File: config.mk
export PLATFORM = sky130hd
export DESIGN_NAME = iift_top
export DESIGN_NICKNAME = d
export VERILOG_FILES = /design/src/hw/iift_top.v
export VERILOG_INCLUDE_DIRS = /design/src /design/src/common
export SDC_FILE = /design/constraint.sdc
export NUM_CORES = 1
export LEC_CHECK = 0
export ABC_AREA = 1
export BUFFER_PORTS_ARGS = -buffer_cell sky130_fd_sc_hd__buf_4
export CAP_MARGIN = 30
export CELL_PAD_IN_SITES_DETAIL_PLACEMENT = 0
export CELL_PAD_IN_SITES_GLOBAL_PLACEMENT = 1
export CORE_ASPECT_RATIO = 1.5
export CORE_MARGIN = 2
export CORE_UTILIZATION = 39
export DETAILED_ROUTE_END_ITERATION = 10
export PLACE_DENSITY_LB_ADDON = 0.1
export SLEW_MARGIN = 25
export SYNTH_ARGS = -nofsm -noshare
export SYNTH_HDL_FRONTEND = slang
export SYNTH_SLANG_ARGS = --single-unit
File: constraint.sdc
create_clock -name clk -period 6.26 [get_ports clk]
set_input_delay 0.939 -clock clk [delete_from_list [all_inputs] [get_ports clk]]
set_output_delay 0.939 -clock clk [all_outputs]
set_load 0.02 [all_outputs]
File: src/common/iift_defs.vh
`ifndef IIFT_DEFS_VH
`define IIFT_DEFS_VH
// Register byte addresses
`define IIFT_A_NCC    32'hfffff3d4
`define IIFT_A_IN_SERVICE_PRIORITY   32'hfffff1fa
`define IIFT_A_WATCHDOG_MODE_CTRL   32'hfffff384
`define IIFT_A_RISE   32'hfffff0c0
`define IIFT_A_FALL   32'hfffff0c2
`define IIFT_A_FLAG   32'hfffff0c4
// Reset values
`define IIFT_RST_8    8'h00
`define IIFT_RST_PSW  32'h00000020
// Status word fields
`define IIFT_PSW_ID   32'h00000020
`define IIFT_PSW_EP   32'h00000040
`define IIFT_PSW_NP   32'h00000080
// Watchdog sticky bits
`define IIFT_WD_STICK 8'h90
// Filter clock select field and codes
`define IIFT_SEL_M    8'h07
`define IIFT_SEL_FXX  3'h0
`define IIFT_SEL_64   3'h1
`define IIFT_SEL_128  3'h2
`define IIFT_SEL_256  3'h3
`define IIFT_SEL_512  3'h4
`define IIFT_SEL_1K   3'h5
`define IIFT_SEL_SUB  3'h7
// Filter reinitialise length in samples
`define IIFT_REINIT   2'h3
// Trap vectors and codes
`define IIFT_TRAP_H0  32'h00000040
`define IIFT_TRAP_H1  32'h00000050
`define IIFT_TRAP_C   16'h0040
`define IIFT_NMI_H    32'h00000010
`endif

File: src/hw/iift_top.v
`timescale 1ns/1ps
`default_nettype none
`include "iift_defs.vh"

module iift_top (
    input  wire        clk,
    input  wire        rst_n,
    input  wire [31:0] reg_addr,
    input  wire [7:0]  reg_wdata,
    input  wire [7:0]  reg_wmask,
    input  wire        reg_wr,
    input  wire        reg_rd,
    input  wire        reg_bit_rd,
    input  wire [2:0]  reg_bit_idx,
    output reg  [7:0]  reg_rdata,
    input  wire [6:0]  ext_pin,
    input  wire        sub_clk_pin,
    input  wire        standby,
    input  wire        mi_req,
    input  wire [2:0]  mi_level,
    input  wire [15:0] mi_code,
    input  wire [31:0] mi_handler,
    input  wire [31:0] mi_ret_pc,
    input  wire        mi_ext,
    input  wire [2:0]  mi_ext_idx,
    input  wire        nmi_req,
    input  wire [31:0] nmi_ret_pc,
    input  wire        instr_di,
    input  wire        instr_ei,
    input  wire        instr_return_from_interrupt_instr,
    input  wire        instr_system_register_load_instr,
    input  wire [31:0] system_register_load_instr_data,
    input  wire        instr_trap,
    input  wire [4:0]  trap_vec,
    input  wire [31:0] trap_ret_pc,
    output reg         mi_ack,
    output reg         nmi_ack,
    output reg         trap_ack,
    output reg         pc_load,
    output reg  [31:0] pc_value,
    output reg  [31:0] program_status_word,
    output reg  [31:0] exception_return_pc,
    output reg  [31:0] exception_return_status,
    output reg  [15:0] ecr_low,
    output reg  [6:0]  ext_flag
);

    // Byte merge under a bit mask
    function [7:0] f_merge;
        input [7:0] old;
        input [7:0] data;
        input [7:0] mask;
        begin
            f_merge = (old & ~mask) | (data & mask);
        end
    endfunction

    // Lowest set bit, i.e. highest priority level
    function [7:0] f_top;
        input [7:0] v;
        begin
            f_top = v & (~v + 8'h01);
        end
    endfunction

    // Levels at or above the given priority
    function [7:0] f_le;
        input [2:0] lvl;
        integer i;
        begin
            f_le = 8'h00;
            for (i = 0; i < 8; i = i + 1) begin
                if (i <= lvl)
                    f_le[i] = 1'b1;
            end
        end
    endfunction

    // Divided sample tick from the free counter
    function f_div;
        input [2:0] sel;
        input [9:0] c;
        begin
            case (sel)
                `IIFT_SEL_FXX: f_div = 1'b1;
                `IIFT_SEL_64:  f_div = &c[5:0];
                `IIFT_SEL_128: f_div = &c[6:0];
                `IIFT_SEL_256: f_div = &c[7:0];
                `IIFT_SEL_512: f_div = &c[8:0];
                `IIFT_SEL_1K:  f_div = &c[9:0];
                default:       f_div = 1'b0; // 110 prohibited: no sampling
            endcase
        end
    endfunction

    // Three-sample majority-free filter: all equal or hold
    function f_filt;
        input [2:0] s;
        input       old;
        begin
            if (s == 3'h7)
                f_filt = 1'b1;
            else if (s == 3'h0)
                f_filt = 1'b0;
            else
                f_filt = old;
        end
    endfunction

    reg  [7:0]  noise_filter_clock_select;
    reg  [7:0]  rise_en;
    reg  [7:0]  fall_en;
    reg  [7:0]  watchdog_mode_ctrl;
    reg  [7:0]  in_service_priority;
    reg  [31:0] fepc;
    reg  [31:0] fepsw;
    reg  [6:0]  pin_s1;
    reg  [6:0]  pin_s2;
    reg         sub_s1;
    reg         sub_s2;
    reg         sub_s3;
    reg  [9:0]  div_cnt;
    reg  [8:0]  smp;
    reg  [6:0]  lvl;
    reg  [1:0]  reinit;
    reg  [7:0]  next_rdata;
    reg  [6:0]  next_lvl;
    reg  [8:0]  next_smp;
    wire [2:0]  sel = noise_filter_clock_select[2:0];
    wire        sub_edge = sub_s2 & ~sub_s3;
    wire        tick45 = ~standby;
    wire        tick6;
    wire        cpu_busy;
    wire        mi_ok;
    wire        mi_take;
    wire [6:0]  rise;
    wire [6:0]  fall;
    wire [6:0]  hit;
    wire [6:0]  take_clr;
    wire [6:0]  sw_clr;
    wire        wr_ncc = reg_wr & (reg_addr == `IIFT_A_NCC);
    wire [7:0]  ncc_new = f_merge(noise_filter_clock_select, reg_wdata, reg_wmask) & `IIFT_SEL_M;

    // Standby stops the divided clock; only the subclock keeps pin seven alive
    assign tick6 = (sel == `IIFT_SEL_SUB) ? sub_edge :
                   (~standby & f_div(sel, div_cnt));

    // Instructions and NMI are serialised by the core; maskables fill idle slots
    assign cpu_busy = nmi_req | instr_trap | instr_return_from_interrupt_instr | instr_system_register_load_instr | instr_di | instr_ei;
    assign mi_ok = mi_req & ~|(program_status_word & `IIFT_PSW_ID) & ~|(program_status_word & `IIFT_PSW_NP)
                   & ~|(in_service_priority & f_le(mi_level));
    assign mi_take = mi_ok & ~cpu_busy;

    // Edge events from filtered levels
    assign rise = next_lvl & ~lvl;
    assign fall = ~next_lvl & lvl;
    assign hit = (rise & rise_en[6:0]) | (fall & fall_en[6:0]);
    assign take_clr = (mi_take & mi_ext) ? (7'h01 << mi_ext_idx) : 7'h00;
    assign sw_clr = (reg_wr & (reg_addr == `IIFT_A_FLAG)) ? (reg_wmask[6:0] & ~reg_wdata[6:0]) : 7'h00;

    // Pin and subclock synchronisers
    always @(posedge clk) begin
        if (!rst_n) begin
            pin_s1 <= 7'h00;
            pin_s2 <= 7'h00;
            sub_s1 <= 1'b0;
            sub_s2 <= 1'b0;
            sub_s3 <= 1'b0;
        end else begin
            pin_s1 <= ext_pin;
            pin_s2 <= pin_s1;
            sub_s1 <= sub_clk_pin;
            sub_s2 <= sub_s1;
            sub_s3 <= sub_s2;
        end
    end

    // Free divider for the pin seven sample clock
    always @(posedge clk) begin
        if (!rst_n)
            div_cnt <= 10'h000;
        else
            div_cnt <= div_cnt + 10'h001;
    end

    // Filter next state for all seven pins
    always @* begin
        next_smp = smp;
        next_lvl = lvl;
        // Pins one to four are filtered in analog ahead of us
        next_lvl[3:0] = pin_s2[3:0];
        if (tick45) begin
            next_smp[2:0] = {smp[1:0], pin_s2[4]};
            next_smp[5:3] = {smp[4:3], pin_s2[5]};
            next_lvl[4] = f_filt(next_smp[2:0], lvl[4]);
            next_lvl[5] = f_filt(next_smp[5:3], lvl[5]);
        end
        if (tick6) begin
            next_smp[8:6] = {smp[7:6], pin_s2[6]};
            // History is not trusted until refilled after a select change
            if (reinit == 2'h0)
                next_lvl[6] = f_filt(next_smp[8:6], lvl[6]);
        end
    end

    // Filter state, reinitialise count and request flags
    always @(posedge clk) begin
        if (!rst_n) begin
            smp <= 9'h000;
            lvl <= 7'h00;
            reinit <= 2'h0;
            ext_flag <= 7'h00;
        end else begin
            smp <= next_smp;
            lvl <= next_lvl;
            if (wr_ncc && (ncc_new[2:0] != sel))
                reinit <= `IIFT_REINIT;
            else if (tick6 && reinit != 2'h0)
                reinit <= reinit - 2'h1;
            // A new edge wins over either clear
            ext_flag <= (ext_flag & ~take_clr & ~sw_clr) | hit;
        end
    end

    // Software-visible control registers
    always @(posedge clk) begin
        if (!rst_n) begin
            noise_filter_clock_select <= `IIFT_RST_8;
            rise_en <= `IIFT_RST_8;
            fall_en <= `IIFT_RST_8;
            watchdog_mode_ctrl <= `IIFT_RST_8;
        end else if (reg_wr) begin
            if (reg_addr == `IIFT_A_NCC)
                noise_filter_clock_select <= ncc_new;
            if (reg_addr == `IIFT_A_RISE)
                rise_en <= f_merge(rise_en, reg_wdata, reg_wmask) & 8'h7f;
            if (reg_addr == `IIFT_A_FALL)
                fall_en <= f_merge(fall_en, reg_wdata, reg_wmask) & 8'h7f;
            // Sticky bits survive any write of zero
            if (reg_addr == `IIFT_A_WATCHDOG_MODE_CTRL)
                watchdog_mode_ctrl <= f_merge(watchdog_mode_ctrl, reg_wdata, reg_wmask) | (watchdog_mode_ctrl & `IIFT_WD_STICK);
        end
    end

    // Read mux; in-service register ignores writes
    always @* begin
        case (reg_addr)
            `IIFT_A_NCC:  next_rdata = noise_filter_clock_select;
            `IIFT_A_IN_SERVICE_PRIORITY: next_rdata = in_service_priority;
            `IIFT_A_WATCHDOG_MODE_CTRL: next_rdata = watchdog_mode_ctrl;
            `IIFT_A_RISE: next_rdata = rise_en;
            `IIFT_A_FALL: next_rdata = fall_en;
            `IIFT_A_FLAG: next_rdata = {1'b0, ext_flag};
            default:      next_rdata = 8'h00;
        endcase
        if (reg_bit_rd)
            next_rdata = {7'h00, next_rdata[reg_bit_idx]};
    end

    // Read data stands for one cycle only
    always @(posedge clk) begin
        if (!rst_n)
            reg_rdata <= 8'h00;
        else if (reg_rd)
            reg_rdata <= next_rdata;
        else
            reg_rdata <= 8'h00;
    end

    // Core event sequencer: entry, return and status word
    always @(posedge clk) begin
        if (!rst_n) begin
            program_status_word <= `IIFT_RST_PSW;
            exception_return_pc <= 32'h00000000;
            exception_return_status <= 32'h00000000;
            fepc <= 32'h00000000;
            fepsw <= 32'h00000000;
            ecr_low <= 16'h0000;
            in_service_priority <= 8'h00;
            pc_value <= 32'h00000000;
            pc_load <= 1'b0;
            mi_ack <= 1'b0;
            nmi_ack <= 1'b0;
            trap_ack <= 1'b0;
        end else begin
            pc_load <= 1'b0;
            mi_ack <= 1'b0;
            nmi_ack <= 1'b0;
            trap_ack <= 1'b0;
            if (nmi_req) begin
                // Taken whatever the disable flag says
                fepc <= nmi_ret_pc;
                fepsw <= program_status_word;
                program_status_word <= program_status_word | `IIFT_PSW_NP | `IIFT_PSW_ID;
                pc_value <= `IIFT_NMI_H;
                pc_load <= 1'b1;
                nmi_ack <= 1'b1;
            end else if (instr_trap) begin
                exception_return_pc <= trap_ret_pc;
                exception_return_status <= program_status_word;
                ecr_low <= `IIFT_TRAP_C | {11'h000, trap_vec};
                program_status_word <= program_status_word | `IIFT_PSW_EP | `IIFT_PSW_ID;
                pc_value <= trap_vec[4] ? `IIFT_TRAP_H1 : `IIFT_TRAP_H0;
                pc_load <= 1'b1;
                trap_ack <= 1'b1;
            end else if (instr_return_from_interrupt_instr) begin
                pc_load <= 1'b1;
                if (|(program_status_word & `IIFT_PSW_EP)) begin
                    pc_value <= exception_return_pc;
                    program_status_word <= exception_return_status;
                end else if (|(program_status_word & `IIFT_PSW_NP)) begin
                    pc_value <= fepc;
                    program_status_word <= fepsw;
                end else begin
                    pc_value <= exception_return_pc;
                    program_status_word <= exception_return_status;
                    in_service_priority <= in_service_priority & ~f_top(in_service_priority);
                end
            end else if (instr_system_register_load_instr) begin
                program_status_word <= system_register_load_instr_data;
            end else if (instr_di) begin
                program_status_word <= program_status_word | `IIFT_PSW_ID;
            end else if (instr_ei) begin
                program_status_word <= program_status_word & ~`IIFT_PSW_ID;
            end else if (mi_take) begin
                exception_return_pc <= mi_ret_pc;
                exception_return_status <= program_status_word;
                ecr_low <= mi_code;
                program_status_word <= program_status_word | `IIFT_PSW_ID;
                in_service_priority <= in_service_priority | (8'h01 << mi_level);
                pc_value <= mi_handler;
                pc_load <= 1'b1;
                mi_ack <= 1'b1;
            end
        end
    end

endmodule // iift_top
`default_nettype wire

# After elaboration in Yosys (flattened, before gate mapping)
# Cells that the tools add are included.
totals:
  register_bits: 303
  inputBits: 260
  output_inout_bits: 163
classes:
  addsub: 3
  n_lt_le_gt_ge: 8
  n_eq_ne: 32
  shift: 2
  n_mux: 79
  bitwise: 52
  reduce_logical: 42
ops:
  columns: ["cell", "n"]
  rows:
  - ["$mux 32", 24]
  - ["$eq 32x32->1 const B", 6]
  - ["$mux 16", 6]
  - ["$mux 8", 9]
  - ["$and 7x7->7", 9]
  - ["$pmux 8 s6", 1]
  - ["$and 8x8->8", 5]
  - ["$not 7->7", 5]
  - ["$or 7x7->7", 4]
  - ["$mux 1", 27]
  - ["$not 8->8", 3]
  - ["$or 8x8->8", 3]
  - ["$eq 3x3->1 const B", 6]
  - ["$mux 6", 3]
  - ["$reduce_and 8->1", 2]
  - ["$mux 7", 2]
  - ["$reduce_and 2->1", 7]
  - ["$le 3x3->1 const A", 4]
  - ["$logic_not 3->1", 4]
  - ["$ne 2x1->1 const B", 6]
  - ["$reduce_and 6->1", 2]
  - ["$add 10x1->10 const B", 1]
  - ["$mux 5", 2]
  - ["$reduce_and 10->1", 1]
  - ["other kinds (38)", 76]

# Logic depth before layout (Yosys ltp)
depth:
  word_depth: 14
  mapped_depth: 14
  mapped_depth_nobuf: 13

# Worst setup path before layout
# No wires, ideal clock.
synth_timing:
  kind: "in2reg"
  start: "input nmi_req"
  end: "register exception_return_pc[21]"
  setup_time_ps: 125
  arrival_time_ps: 2228
  path_slack_ps: 3906
  stages: 9
  n_path_buf: 3
  cell_sequence: "buf_6 nor2_4 nand4_1 nor3_2 nand2_2 a21boi_4 buf_2 buf_2 a31oi_1"
synth_via:
  elab_chain_cells: 9
synth_lines:
  columns: ["item", "line_no", "source"]
  rows:
  - ["start: declaration", "iift_top.v:26", "input wire nmi_req,"]
  - ["$or 1x1->1 (5 in a row)", "iift_top.v:149", "assign cpu_busy = nmi_req | instr_trap | instr_return_from_interrupt_instr | instr_system_register_load_instr ..."]
  - ["$not 1->1", "iift_top.v:152", "assign mi_take = mi_ok & ~cpu_busy;"]
  - ["$and 1x1->1", "iift_top.v:152", null]
  - ["$reduce_bool 2->1 (no line)", null, null]
  - ["$reduce_and 6->1 (no line) (*)", null, null]
  - ["end signal: assignment", "iift_top.v:299", "exception_return_pc <= trap_ret_pc;"]
  - ["end signal: assignment", "iift_top.v:326", "exception_return_pc <= mi_ret_pc;"]
  - ["end: declaration", "iift_top.v:42", "output reg [31:0] exception_return_pc,"]
# Every way passes the cells marked *; elsewhere a longest branch is shown, timed or not.
# A chain may end at the register's enable or synchronous reset.

# Worst setup path in the final report
layout_timing:
  start: "input instr_trap"
  end: "register exception_return_pc[25]"
layout_via:
  elab_chain_cells: 9
layout_lines:
  columns: ["item", "line_no", "source"]
  rows:
  - ["start: declaration", "iift_top.v:33", "input wire instr_trap,"]
  - ["$or 1x1->1 (5 in a row)", "iift_top.v:149", null]
  - ["$not 1->1", "iift_top.v:152", null]
  - ["$and 1x1->1", "iift_top.v:152", null]
  - ["$reduce_bool 2->1 (no line)", null, null]
  - ["$reduce_and 6->1 (no line)", null, null]
# Parallel ways exist; a longest one is shown, timed or not.

==> flow_summary.json <==
{
  "status": "finished clean",
  "finalNonFillerCells": 2536,
  "grt_pass1_vias": 12860,
  "clk_latency_ns": 0.58,
  "avgSynthCellArea_um2": 7.478,
  "r2r_slack_ns": 3.54,
  "vias": 13070,
  "placementRows": 81,
  "clkPwrFrac_pct": 40.0,
  "finalCritPeriodShare_pct": 52.90,
  "synth_edf_count": 0,
  "slew_viol_final": 0,
  "cp_max_fo": 46,
  "setup_viol": 0,
  "cap_violations": 0,
  "cts_sinks": 302,
  "cts_buffer_depth": 3,
  "synth_warnings": 0,
  "hold_depth": 2,
  "ctsResizeCount": 0,
  "ys_ff_latch": 302,
  "ir_drop_mv": 0.2119,
  "mostFrequentLayoutCells": "438 x buf_4, 374 x nand2_1, 302 x dfxtp_1",
  "grt_first_pass_wirelength_um": 68680,
  "crit_path_start_kind": "input pin",
  "port_buffers": 422,
  "max_slew_margin_pct": 36.39,
  "worstSetupEndpointType": "flop",
  "cts_root_buffer": "clkbuf_16",
  "synth_cell_types": 45,
  "cp_data_arrival_time_ns": 3.79,
  "dp_hpwl_um": 31950,
  "max_freq_mhz": 302.0,
  "overflow": 0,
  "comb_power_share_pct": 13.8,
  "fin_util_pct": 53.05,
  "routed_wl_um": 44470,
  "intPower_uw": 3290,
  "regArea_um2": 6046,
  "hold_viol": 0,
  "cts_hold_buf": 0,
  "nFillCells": 3264,
  "area_growth_pct": 33.73,
  "post_route_cells_drive_above_1_share_pct": 24.82,
  "finClkSkew_ns": 0.02515,
  "tns_ns": 0,
  "firstDrtPassIters": 5,
  "hold_class": "reg -> reg",
  "grtUsageTotal_pct": 24.53,
  "worst_hold_startpoint": "pin_s1[4]",
  "rsz0062_at_grt": "no",
  "start_util_pct": 39.67,
  "wl_per_cell_um": 17.54,
  "finalCriticalPeriod_ns": 3.312,
  "dp_cells": 2478,
  "gp_congestion": 0.8283,
  "final_common_cell": "buf_4",
  "cts_tree": "done",
  "drc": 0,
  "ys_seq_area_share_pct": 46.70,
  "synthCells": 1731,
  "r2r_end": "exception_return_pc[25]",
  "multi_input_area_um2": 5584,
  "clk_pin_slew_worst_paths_ns": 0.06,
  "die_h_um": 227.1,
  "setup.worst_path.class": "in -> reg",
  "drtAntennaViolNets": 0,
  "synth.cell_area_um2": 12940,
  "powerDensity_nw_per_um2": 257.4,
  "synth_fp_nets": 1994,
  "vias_per_cell": 5.153,
  "p_seq_share_pct": 46.2,
  "p_sw_share_pct": 26.19,
  "worst_ep_required_time_ns": 6.74,
  "drt_iter0_drc": 593,
  "nNetsFinal": 2360,
  "post_cts_buffers": 0,
  "coreArea_um2": 32630,
  "die-area_um2": 34700,
  "switchingPower_uw": 1167,
  "die_x_um": 152.8,
  "synth_ff_type": "dfxtp_1",
  "grt_max_degree": 77,
  "cts-htree-levels": 1,
  "ys_async_sr_fraction_pct": 0,
  "r2r_start": "in_service_priority[0]",
  "tightest_slew_ns": 0.9542,
  "numCtsBuffers": 31,
  "antenna_found_initial": 2,
  "min_to": "pin_s2[4]",
  "ios": 423,
  "p_leak_uw": 0.007513,
  "r2r_cells": 8
}
[flip-flops by register name, indices dropped and copies added (netlist names), 2 cells and up, named ones only]
signal and flops:
program_status_word 32, exception_return_pc 32, div_cnt 10, fepc 32
smp 6, pin_s2 7, lvl 7, in_service_priority 8
watchdog_mode_ctrl 2, pin_s1 7, reg_rdata 8, fepsw 32
ecr_low 16, noise_filter_clock_select 3, ext_flag 7, exception_return_status 32
reinit 2, pc_value 32
[critical path: stages]
cell	delay, ns
buf_4	0.41
clkinv_1	0.30
buf_4	0.35
a21oi_1	0.18
a21boi_4	0.72
buf_4	0.50
o21ai_0	0.14
a31oi_1	0.19
[worst max-delay path by stage]
stage / from / endpoint / slack (ns) / cells after the start
after detailed placement: instr_trap / exception_return_pc[21] / 2.42 / 8
final: instr_trap / exception_return_pc[25] / 2.95 / 8
after floorplan: nmi_req / exception_return_pc[21] / 3.91 / 9
after global placement: instr_trap / exception_return_pc[24] / 2.52 / 8
after global routing: instr_trap / exception_return_pc[13] / 2.63 / 8
after CTS: instr_trap / exception_return_pc[25] / 3.00 / 8
[cells by family (layout without fill, tap and decap cells)]
| family | after synthesis | in the layout | share of synthesized area (%) |
|---|---|---|---|
| DFF | 302 | 302 | 46.70 |
| xor gates and xnor gates | 1 | 1 | 0.06767 |
| and+or+nand+nor | 579 | 579 | 18.35 |
| other | 0 | 2 | 0 |
| buffers and inverters | 332 | 720 | 10.31 |
| adders and majority gates | 3 | 3 | 0.2900 |
| AOI/OAI and AO/OA | 514 | 514 | 24.28 |
[routing by layer]
layer / track usage, % / wire (µm) / up-vias
met3: 6.511 / 3413 / 66
met5: 0 / 0 / -
met4: 10.13 / 1559 / 0
met2: 43.22 / 21990 / 425
met1: 28.26 / 17500 / 5998
li1: - / - / 6578
[area by class of cell]
cell class / count / share of cell area [%]
Sequential cell: 302 / 34.92
Inverter: 225 / 4.893
Antenna cell: 2 / 0.02891
Clock inverter: 8 / 0.2674
Clock buffer: 47 / 5.406
Multi-Input combinational cell: 1097 / 32.26
Tap cell: 415 / 2.999
Timing Repair Buffer: 440 / 19.23
[metrics by stage]
step                      hold WS [ns]  area, µm²  setup slack (ns)  total power (µW)
after floorplan                 0.3905      12940             3.906              2405
after global placement          0.3956      16280             2.515              2710
after detailed placement        0.3980      16300             2.421              2716
after CTS                       0.4150      17290             3.004              4505
after global routing            0.4264      17310             2.633              4646
final                           0.4103      17310             2.948              4457
[cell usage after synthesis (9+ instances only)]
master / instances / area (µm²)
nand2_1: 374 / 1404
a31oi_1: 71 / 444.2
nand3_1: 73 / 365.4
o21ai_0: 140 / 700.7
o22ai_1: 32 / 200.2
o21ai_1: 27 / 135.1
nand4_1: 12 / 75.07
nor2_1: 93 / 349.1
a221oi_1: 40 / 350.3
nor3_1: 9 / 45.04
buf_2: 17 / 85.08
a21oi_1: 110 / 550.5
clkbuf_1: 73 / 274.0
inv_1: 217 / 814.5
dfxtp_1: 302 / 6046
o211ai_1: 62 / 465.5
[power by group through the flow]
| stage | clock network [µW] | registers [µW] | logic, µW |
|---|---|---|---|
| final | 1780 | 2060 | 613 |
| after global routing | 1900 | 2070 | 675 |
| after CTS | 1830 | 2060 | 617 |
| after detailed placement | 0 | 2100 | 615 |
| after global placement | 0 | 2100 | 609 |
| after floorplan | 0 | 2150 | 258 |
(Power assumes the default switching activity.)
